## config.mk

```make
export PLATFORM = sky130hd
export DESIGN_NAME = srx_receiver
export DESIGN_NICKNAME = d
export VERILOG_FILES = /design/src/srx_pkg.sv /design/src/srx_receiver.sv
export SDC_FILE = /design/constraint.sdc
export NUM_CORES = 1
export LEC_CHECK = 0
export ABC_AREA = 1
export BUFFER_PORTS_ARGS = -buffer_cell sky130_fd_sc_hd__buf_2
export CORE_UTILIZATION = 40
export CTS_CLUSTER_DIAMETER = 200
export DETAILED_ROUTE_END_ITERATION = 16
export MAX_ROUTING_LAYER = met4
export PLACE_DENSITY = 0.6
export SYNTH_ARGS = -nofsm -noshare
export SYNTH_HDL_FRONTEND = slang
export SYNTH_SLANG_ARGS = --single-unit
```

## constraint.sdc

```tcl
create_clock -name core_clk_i -period 5.9 [get_ports core_clk_i]
set_input_delay 1.77 -clock core_clk_i [delete_from_list [all_inputs] [get_ports core_clk_i]]
set_output_delay 1.77 -clock core_clk_i [all_outputs]
set_load 0.005 [all_outputs]
```

## src/srx_pkg.sv

```systemverilog
package srx_pkg;
  // Register offsets on the plain register port
  localparam logic [1:0] ADDR_STATUS = 2'h0; // ctrl_status_first
  localparam logic [1:0] ADDR_CTRL = 2'h1; // ctrl_status_second
  localparam logic [1:0] ADDR_FORMAT = 2'h2; // ctrl_status_third
  localparam logic [1:0] ADDR_DATA = 2'h3; // data_window
  // Status field positions
  localparam int ST_PARITY_ERR = 2;
  localparam int ST_OVERRUN = 3;
  localparam int ST_FRAME_ERR = 4;
  localparam int ST_RX_COMPLETE = 7;
  // Control field positions
  localparam int CT_NINTH_BIT = 1;
  localparam int CT_RX_ENABLE = 4;
  localparam int CT_RX_IRQ_EN = 7;
  // Format field positions
  localparam int FM_DOUBLE_SPEED = 0;
  localparam int FM_SIZE_LO = 1;
  localparam int FM_STOP_BITS = 3;
  localparam int FM_PARITY_ODD = 4;
  localparam int FM_PARITY_EN = 5;
  localparam int FM_SIZE_HI = 2;
  // Reset values
  localparam logic [7:0] CTRL_RESET = 8'h00;
  localparam logic [7:0] FORMAT_RESET = 8'h06;
  // Character size code for nine bits, and base of data sizes
  localparam logic [2:0] SIZE_NINE = 3'h7;
  localparam logic [3:0] SIZE_BASE = 4'h5;
  // Oversampling: samples per bit and vote sample numbers
  localparam logic [3:0] SPB_NORMAL = 4'hf; // 16 samples, last index
  localparam logic [3:0] SPB_DOUBLE = 4'h7; // 8 samples, last index
  localparam logic [3:0] VOTE_NORMAL = 4'h8; // samples 8, 9, 10
  localparam logic [3:0] VOTE_DOUBLE = 4'h4; // samples 4, 5, 6
  typedef enum {SRX_IDLE, SRX_START, SRX_BITS} srx_state_type;
endpackage

```

## src/srx_receiver.sv

```systemverilog
`timescale 1ns/1ns
module srx_receiver (
  input wire logic core_clk_i,
  input wire logic rst_i,
  input wire logic sample_tick_i,
  input wire logic serial_in_pin_i,
  input wire logic [1:0] reg_addr_i,
  input wire logic [7:0] reg_wdata_i,
  input wire logic reg_wr_i,
  input wire logic reg_rd_i,
  output logic [7:0] reg_rdata_o,
  output logic rx_irq_o,
  output logic pin_override_o
);
  import srx_pkg::*;

  // One buffer entry: data, ninth bit, frame, overrun and parity errors
  typedef struct packed {
    logic [7:0] data;
    logic ninth;
    logic ferr;
    logic ovr;
    logic perr;
  } srx_entry_type;

  typedef struct packed {
    logic sync_a;
    logic sync_b;
    logic line_prev;
    srx_state_type state;
    logic [3:0] sample;
    logic [3:0] bit_idx;
    logic [2:0] votes;
    logic [10:0] shreg; // Nine data bits, parity and stop
    logic shift_full;
    srx_entry_type shift_entry;
    srx_entry_type [1:0] fifo;
    logic [1:0] count;
    logic rd_ptr;
    logic wr_ptr;
    logic ovr_pending;
    logic [7:0] ctrl;
    logic [7:0] format;
    logic [7:0] rdata;
  } srx_regs_type;

  srx_regs_type r;
  srx_regs_type next_r;

  logic enabled;
  logic dbl;
  logic [3:0] last_sample;
  logic [3:0] vote_first;
  logic [2:0] size_code;
  logic [3:0] data_bits;
  logic [3:0] frame_bits;
  logic vote;
  logic rd_data;
  logic pop;
  logic push;
  logic par_calc;
  srx_entry_type head;
  srx_entry_type built;
  logic [7:0] status_val;
  logic start_seen;
  logic frame_done;

  // Configuration decode
  assign enabled = r.ctrl[CT_RX_ENABLE];
  assign dbl = r.format[FM_DOUBLE_SPEED];
  assign size_code = {r.ctrl[2], r.format[FM_SIZE_HI], r.format[FM_SIZE_LO]};
  assign last_sample = dbl ? SPB_DOUBLE : SPB_NORMAL;
  assign vote_first = dbl ? VOTE_DOUBLE : VOTE_NORMAL;
  assign data_bits = (size_code == SIZE_NINE) ? 4'h9 :
                     (size_code[2] ? 4'h8 : SIZE_BASE + {2'h0, size_code[1:0]});
  // Data plus optional parity plus the first stop bit
  assign frame_bits = data_bits + {3'h0, r.format[FM_PARITY_EN]} + 4'h1;
  assign vote = (r.votes[0] & r.votes[1]) | (r.votes[0] & r.votes[2])
              | (r.votes[1] & r.votes[2]);
  assign rd_data = reg_rd_i && (reg_addr_i == ADDR_DATA);
  assign head = r.fifo[r.rd_ptr];
  assign pop = rd_data && (r.count != 2'h0);

  // Status view of the oldest entry; error flags come from the buffer
  always_comb begin
    status_val = 8'h00;
    status_val[ST_RX_COMPLETE] = (r.count != 2'h0);
    if (r.count != 2'h0) begin
      status_val[ST_FRAME_ERR] = head.ferr;
      status_val[ST_OVERRUN] = head.ovr;
      status_val[ST_PARITY_ERR] = head.perr;
    end
    status_val[FM_DOUBLE_SPEED] = dbl;
  end

  // Frame assembled from the shift register at the first stop bit
  always_comb begin
    built = '0;
    for (int i = 0; i < 9; i++) begin
      if (4'(i) < data_bits) begin
        built.data[i % 8] = (i < 8) ? r.shreg[i] : built.data[i % 8];
      end
    end
    built.ninth = (size_code == SIZE_NINE) ? r.shreg[8] : 1'b0;
    par_calc = r.format[FM_PARITY_ODD];
    for (int i = 0; i < 9; i++) begin
      if (4'(i) < data_bits) begin
        par_calc = par_calc ^ r.shreg[i];
      end
    end
    // bits above the character size stay zero
    built.ferr = ~vote;
    built.perr = r.format[FM_PARITY_EN] && (par_calc != r.shreg[data_bits]);
    built.ovr = r.ovr_pending;
  end

  // Move the waiting frame into the buffer once a slot is free
  assign push = r.shift_full && ((r.count != 2'h2) || pop);

  // Next-state logic for the whole receiver
  always_comb begin
    next_r = r;
    next_r.sync_a = serial_in_pin_i;
    next_r.sync_b = r.sync_a;
    // Register writes; status writes are ignored
    if (reg_wr_i && reg_addr_i == ADDR_CTRL) begin
      next_r.ctrl = reg_wdata_i & 8'hfd;
    end
    if (reg_wr_i && reg_addr_i == ADDR_FORMAT) begin
      next_r.format = reg_wdata_i;
    end
    // Register reads: data one cycle later
    next_r.rdata = 8'h00;
    if (reg_rd_i) begin
      unique case (reg_addr_i)
        ADDR_STATUS: next_r.rdata = status_val;
        ADDR_CTRL: next_r.rdata = {r.ctrl[7:2], head.ninth, 1'b0};
        ADDR_FORMAT: next_r.rdata = r.format;
        ADDR_DATA: next_r.rdata = (r.count != 2'h0) ? head.data : 8'h00;
      endcase
    end
    // Buffer bookkeeping
    if (pop) begin
      next_r.rd_ptr = ~r.rd_ptr;
    end
    if (push) begin
      next_r.fifo[r.wr_ptr] = r.shift_entry;
      next_r.wr_ptr = ~r.wr_ptr;
      next_r.shift_full = 1'b0;
      next_r.ovr_pending = 1'b0;
    end
    next_r.count = r.count + {1'b0, push} - {1'b0, pop};
    // Sampling state machine
    if (sample_tick_i) begin
      next_r.line_prev = r.sync_b; // Edge compare at sample rate
      next_r.sample = r.sample + 4'h1;
      if (r.sample >= vote_first && r.sample <= vote_first + 4'h2) begin
        next_r.votes = {r.votes[1:0], r.sync_b};
      end
      unique case (r.state)
        SRX_IDLE: begin
          if (r.line_prev && !r.sync_b) begin
            next_r.state = SRX_START;
            next_r.sample = 4'h2; // this low is sample one
            if (r.count == 2'h2 && r.shift_full && !push) begin
              next_r.ovr_pending = 1'b1;
            end
          end
        end
        SRX_START: begin
          // Vote and end of bit coincide in double speed
          if (r.sample == vote_first + 4'h3 && vote) begin
            next_r.state = SRX_IDLE;
          end else if (r.sample == last_sample) begin
            next_r.state = SRX_BITS;
            next_r.sample = 4'h0;
            next_r.bit_idx = 4'h0;
          end
        end
        SRX_BITS: begin
          if (r.sample == vote_first + 4'h3) begin
            next_r.shreg[r.bit_idx] = vote;
            if (r.bit_idx + 4'h1 == frame_bits) begin
              // First stop bit decided; second stop bit ignored
              next_r.state = SRX_IDLE;
              next_r.shift_full = 1'b1;
              next_r.shift_entry = built;
            end
          end
          // Bit end checked apart from the vote
          if (r.sample == last_sample) begin
            next_r.sample = 4'h0;
            next_r.bit_idx = r.bit_idx + 4'h1;
          end
        end
      endcase
    end
    // Disable abandons reception and flushes the buffer
    if (!enabled) begin
      next_r.state = SRX_IDLE;
      next_r.count = 2'h0;
      next_r.rd_ptr = 1'b0;
      next_r.wr_ptr = 1'b0;
      next_r.shift_full = 1'b0;
      next_r.ovr_pending = 1'b0;
    end
  end

  // State register
  always_ff @(posedge core_clk_i) begin
    if (rst_i) begin
      r <= '0;
      r.sync_a <= 1'b1;
      r.sync_b <= 1'b1;
      r.line_prev <= 1'b1;
      r.state <= SRX_IDLE;
      r.ctrl <= CTRL_RESET;
      r.format <= FORMAT_RESET;
    end else begin
      r <= next_r;
    end
  end

  assign reg_rdata_o = r.rdata;
  assign rx_irq_o = r.ctrl[CT_RX_IRQ_EN] && (r.count != 2'h0);
  assign pin_override_o = enabled;

  // Frame events watched by the checks below
  assign start_seen = sample_tick_i && enabled && r.state == SRX_IDLE
                      && r.line_prev && !r.sync_b;
  assign frame_done = sample_tick_i && enabled && r.state == SRX_BITS
                      && r.sample == vote_first + 4'h3 && r.bit_idx + 4'h1 == frame_bits;

  irq_follows_a: assert property (@(posedge core_clk_i) disable iff (rst_i)
    r.ctrl[CT_RX_IRQ_EN] && enabled && push && !reg_wr_i |=> rx_irq_o)
    else $error("irq not raised for a stored frame");
  flush_on_disable_a: assert property (@(posedge core_clk_i) disable iff (rst_i)
    !enabled |=> r.count == 2'h0)
    else $error("buffer not flushed on disable");
  disable_idle_a: assert property (@(posedge core_clk_i) disable iff (rst_i)
    !enabled |=> r.state == SRX_IDLE)
    else $error("reception continued while disabled");
  count_bound_a: assert property (@(posedge core_clk_i) disable iff (rst_i)
    r.count <= 2'h2)
    else $error("buffer count exceeds two entries");
  ovr_clear_a: assert property (@(posedge core_clk_i) disable iff (rst_i)
    push |=> !r.ovr_pending)
    else $error("overrun pending not cleared on transfer");
  perr_gate_a: assert property (@(posedge core_clk_i) disable iff (rst_i)
    !r.format[FM_PARITY_EN] && push |=> !r.fifo[$past(r.wr_ptr)].perr)
    else $error("parity error stored while checking off");
  err_write_a: assert property (@(posedge core_clk_i) disable iff (rst_i)
    reg_wr_i && reg_addr_i == ADDR_STATUS && !push && !pop && enabled
    |=> $stable(status_val))
    else $error("status write changed error flags");
  sync_chain_a: assert property (@(posedge core_clk_i) disable iff (rst_i)
    r.sync_b == $past(serial_in_pin_i, 2) || $past(rst_i))
    else $error("synchroniser depth wrong");
  start_seen_a: assert property (@(posedge core_clk_i) disable iff (rst_i)
    start_seen |=> r.state == SRX_START && r.sample == 4'h2)
    else $error("falling edge did not start a frame");
  spike_reject_a: assert property (@(posedge core_clk_i) disable iff (rst_i)
    sample_tick_i && enabled && r.state == SRX_START && r.sample == vote_first + 4'h3
    && vote |=> r.state == SRX_IDLE)
    else $error("spike accepted as start bit");
  ovr_set_a: assert property (@(posedge core_clk_i) disable iff (rst_i)
    start_seen && r.count == 2'h2 && r.shift_full && !push |=> r.ovr_pending)
    else $error("overrun not recorded");
  frame_store_a: assert property (@(posedge core_clk_i) disable iff (rst_i)
    frame_done |=> r.shift_full && r.state == SRX_IDLE)
    else $error("frame not held after first stop bit");
  ferr_store_a: assert property (@(posedge core_clk_i) disable iff (rst_i)
    frame_done |=> r.shift_entry.ferr == !$past(vote))
    else $error("frame error does not match stop bit");
  short_char_a: assert property (@(posedge core_clk_i) disable iff (rst_i)
    frame_done |=> (r.shift_entry.data >> $past(data_bits)) == 8'h00)
    else $error("unused data bits not zero");
  pop_advance_a: assert property (@(posedge core_clk_i) disable iff (rst_i)
    pop && !push && enabled |=> r.count == $past(r.count) - 2'h1)
    else $error("data read did not advance buffer");
  status_read_a: assert property (@(posedge core_clk_i) disable iff (rst_i)
    reg_rd_i && reg_addr_i == ADDR_STATUS
    |=> reg_rdata_o[ST_RX_COMPLETE] == ($past(r.count) != 2'h0))
    else $error("receive complete misreported");
endmodule // srx_receiver

```

### Yosys cells after proc, flatten, opt, wreduce, memory -nomap -nowiden

Cells that the tools add are included.

* flip-flop bits (word level): 122
* input port bits: 16
* output and inout port bits: 10
* logic and storage cells: 177

* add/subtract/negate cells: 9
* $lt $le $gt $ge: 17
* equal/unequal tests: 19
* muxes and demuxes: 54
* bitwise gates (word level): 19
* reductions and logical operators: 28

Operator list (number)
* 36-bit case mux with 3 select lines: 1
* 32-bit 2-to-1 mux: 3
* 13-bit 2-to-1 mux: 4
* 40-bit 2-to-1 mux: 1
* 12-bit 2-to-1 mux: 3
* 36-bit 2-to-1 mux: 1
* 32-bit by 1-bit == test with 1-bit output (second input constant): 1
* 32-bit by 2-bit == test with 1-bit output (second input constant): 1
* 32-bit zero test: 1
* 8-bit case mux with 4 select lines: 1
* 1-bit 2-to-1 mux: 26
* 24-bit bitwise mux: 1
* 8-bit 2-to-1 mux: 3
* 3-bit by 4-bit < comparator with 1-bit output (first input constant): 4
* 4-bit 2-to-1 mux: 4
* 1-bit logical AND: 14
* 2-bit inequality test (second input constant): 7
* 4-bit by 1-bit adder with 4-bit output (second input constant): 3
* 12-bit demux with 1-bit select: 1
* 4-bit == test: 3
* 11-bit bitwise mux: 1
* 4-bit by 5-bit < comparator with 1-bit output (second input constant): 2
* 5-bit AND reduction: 2
* 1-bit bitwise XOR: 9
* 33 further kinds: 49

### Depth between registers and ports, before layout

* depth after elaboration: 27
* mapped depth: 16
* mapped depth without buffers: 16

### Worst setup path after synthesis

No wires, ideal clock.

* kind: input to register
* start: input reg_addr_i[0]
* end: register r[28] (netlist bit)
* setup time: 0.070 ns
* arrival time: 3.348 ns
* required time: 5.830 ns
* slack: 2.482 ns
* cell stages on the path: 11
* buffers on the path: 0
* path through: inv_2 -> nor3_4 -> nand2_2 -> nand3_2 -> nand2_4 -> ha_1 -> inv_1 -> ha_1 -> xnor2_1 -> or2_2 -> a21oi_1

* word-level cells in the longest chain between the ends: 7

RTL lines
* start: declaration: line srx_receiver.sv:7 `input wire logic [1:0] reg_addr_i,`
* 2-bit == test *: line srx_receiver.sv:80 `assign rd_data = reg_rd_i && (reg_addr_i == ADDR_DATA);`
* 1-bit logical AND *: line srx_receiver.sv:80
* 1-bit logical AND *: line srx_receiver.sv:82 `assign pop = rd_data && (r.count != 2'h0);`
* 1-bit logical OR: line srx_receiver.sv:118 `assign push = r.shift_full && ((r.count != 2'h2) || pop);`
* 1-bit logical AND: line srx_receiver.sv:118
* 2-bit by 1-bit adder with 2-bit output: line srx_receiver.sv:152 `next_r.count = r.count + {1'b0, push} - {1'b0, pop};`
* 2-bit by 1-bit subtractor with 2-bit output *: line srx_receiver.sv:152
* end signal: assignment: line srx_receiver.sv:220 `r <= next_r;`
* end: declaration: line srx_receiver.sv:47 `srx_regs_type r;`

Mark *: on every way between the ends. The rest lies on a longest branch, timed or not.
A chain may end at the register's enable or synchronous reset.

### Worst setup path after layout

Same ends and word-level chain as after synthesis.

==> metrics <==
unrepaired setup endpoints after global routing=false; Vias per Instance=5.00; Root Buffer Master=clkbuf_8; Port Buffers=25; Arr. time, crit path=between 3 and 4 ns; Post-Layout Inst Area=4800 µm²; Worst slew margin=a little under three fifths; setup TNS=0 ns; CTS max path bufs=2; Crit Path Max Fanout=9; CP max stage delay=0.35 ns; number of synthesized register bits=91; Setup crit end kind=flop; Clock Skews=about 0.013 ns; Storage cell area=approximately 1800 µm²; Syn-to-layout area delta=7.87%; vias post-DR=3879; wire length per cell=12.9 µm; clock latency at the later pin of the worst-skew pair=0.37 ns; Syn. warnings=0; cts bufs inserted=9; fill cell count=approximately 1200; DP Wirelength=7350 µm; Worst Reg2Reg Path Length in Cells=14; Die Ht=108 µm; clk slew on worst S/H paths=0.09 ns; Setup CP Type=in2reg; CTS Sinks=between 90 and 100; LEAKAGE=2.00 nW; Area contributors post-synth=dfxtp_1 41%, nand2_1 9.9%, a21oi_1 7.9%, inv_1 6.3%, nor2_1 5.1%; Post-CTS Setup Bufs=0; top-area cell type share of the netlist area=40.9%; core area=approximately 11000 µm²; Period Utilization, post-route=a little under three fifths; max-cap violations=0; Hold Crit Depth=1; DR iter-0 viols=around 160; vias in the first global route=between 3000 and 4000; largest net degree at the start of global routing=34; Synth cell types=35; worst path bufs/invs=3; crit path cell chain=buf_2 > inv_2 > nor3_4 > nand2_2 > nand3_2 > nand2_4 > ha_1 > inv_1 > ha_1 > xnor2_1 > or2_2 > a21oi_1; Slew Viols, Final=0; H-tree Lvls=3; DRT Pass-1 Iters=5; Worst path most repeated cell=ha_1; Die Width=108 µm; final net count=664; fmax=approximately 300 MHz; number of cells on the critical path=12; Slew @ Worst Pin=0.651 ns; area post-placement=4600 µm²; Mapped Avg Cell Area=7.18 µm²; slowest cell on the critical path=nor3_4; RD Place Congestion=0.835; die area=around 12000 µm²; CTS resizes=0; Post-CTS Hold Fix Bufs=0; Synth Net Count=653; Max VDD drop=125 µV; first-pass GRT wire length=16700 µm; Req. time, crit path=6.21 ns; DRC viols=0; Total GRT Usage=between 10% and 20%; fin crit period=between 3 and 4 ns; routed wire length=around 10000 µm; cell count after synthesis=620; Hold/Removal Path Class=reg2reg; initial antenna violation count=0; TritonCTS clock tree=built; # rows=38; cell family with most CP delay=simple AND/OR/NAND/NOR gates; commonest non-fill, non-tap cells in the layout=117 x nand2_1, 91 x dfxtp_1, 75 x inv_1; final setup fails=0; Power Dens Cells=roughly 240 nW/µm²; share of layout cells above drive strength 1=about 10%; Ports=26; Setup crit start kind=input port; starting density of the core=41.1%; Multi-input gate area=2160 µm²; final hold violation count=0; GRT overflow=0; status=finished, final reports clean; most common cell after layout, fill and taps aside=nand2_1; synthesized cell area=4450 µm²; post-synthesis sequential area ratio=40.9%; ant diodes=0; leading area contributor after synthesis=dfxtp_1; Antenna Nets Post-Route=0
==> cells by family (layout without fill, tap and decap cells) <==
family                   count (synthesis)  after routing  share of synthesized area, %
adder cells (fa/ha/maj)                 17             17                          4.78
AO/OA/AOI/OAI                          167            167                          20.1
AND/OR/NAND/NOR                        228            228                          22.1
flip-flops                              91             91                          40.9
buffers and inverters                  109            125                          10.6
XOR/XNOR                                 8              8                          1.57
==> layer usage <==
layer	vias to the layer above	global-route usage [%]	wire length (µm)	part of all wire (%)
met3	8	4.24	363	3.6
met5	-	-	0	0
li1	2045	-	-	-
met4	0	4.89	104	1.0
met2	57	30.5	4510	45
met1	1769	24.0	5060	50
==> final timing paths <==
check / startpoint / to / slack (ns)
min: next_r[121] / r[121] / 0.42
max: reg_addr_i[0] / r[28] / 2.57
max reg2reg: r[9] / r[56] / 3.08
min reg2reg: next_r[121] / r[121] / 0.42
==> cell type report <==
class / count / area share, %
Clock inverter: 5 / 1.25
Multi-Input combinational cell: 420 / 45.0
Timing Repair Buffer: 26 / 2.76
Clock buffer: 11 / 2.94
Tap cell: 140 / 3.65
Sequential cell: 91 / 37.9
Inverter: 83 / 6.48
==> power by group <==
group,internal [mW],total [mW],switching (mW)
sequential,0.622,0.630,0.00747
combinational,0.0284,0.0823,0.0539
clock,0.210,0.442,0.231
total,0.861,1.15,0.293
==> stage by stage <==
step           util, %  setup slack, ns  total power, mW  hold slack [ns]  std cells
3_5_place_dp      42.5             2.19            0.726            0.403        760
2_1_floorplan        -             2.48            0.703            0.389        620
6_report          44.3             2.57             1.15            0.424        776
4_1_cts           44.3             2.59             1.17            0.424        776
5_1_grt           44.3             2.46             1.20            0.441        776
3_3_place_gp      42.5             2.25            0.724            0.400        760
==> state kept, by name, summed over array words and instances (netlist names) <==
name / flops
built: 1
dbl: 1
next_r: 1
pin_override_o: 1
r: 79
reg_rdata_o: 8
==> cells in the mapped netlist (all sizes together) <==
library cell	n
ha	17
xnor2	3
or2	3
nand3	30
inv	83
o21ai	75
clkbuf	11
nand4	7
a41oi	2
buf	15
a21oi	70
xor2	5
a22oi	1
nor2	64
dfxtp	91
a31oi	3
a221oi	1
nand2	120
o21a	5
o22ai	1
o211ai	3
a211oi	6
nor3	4
Power figures use the tool's default switching activity.
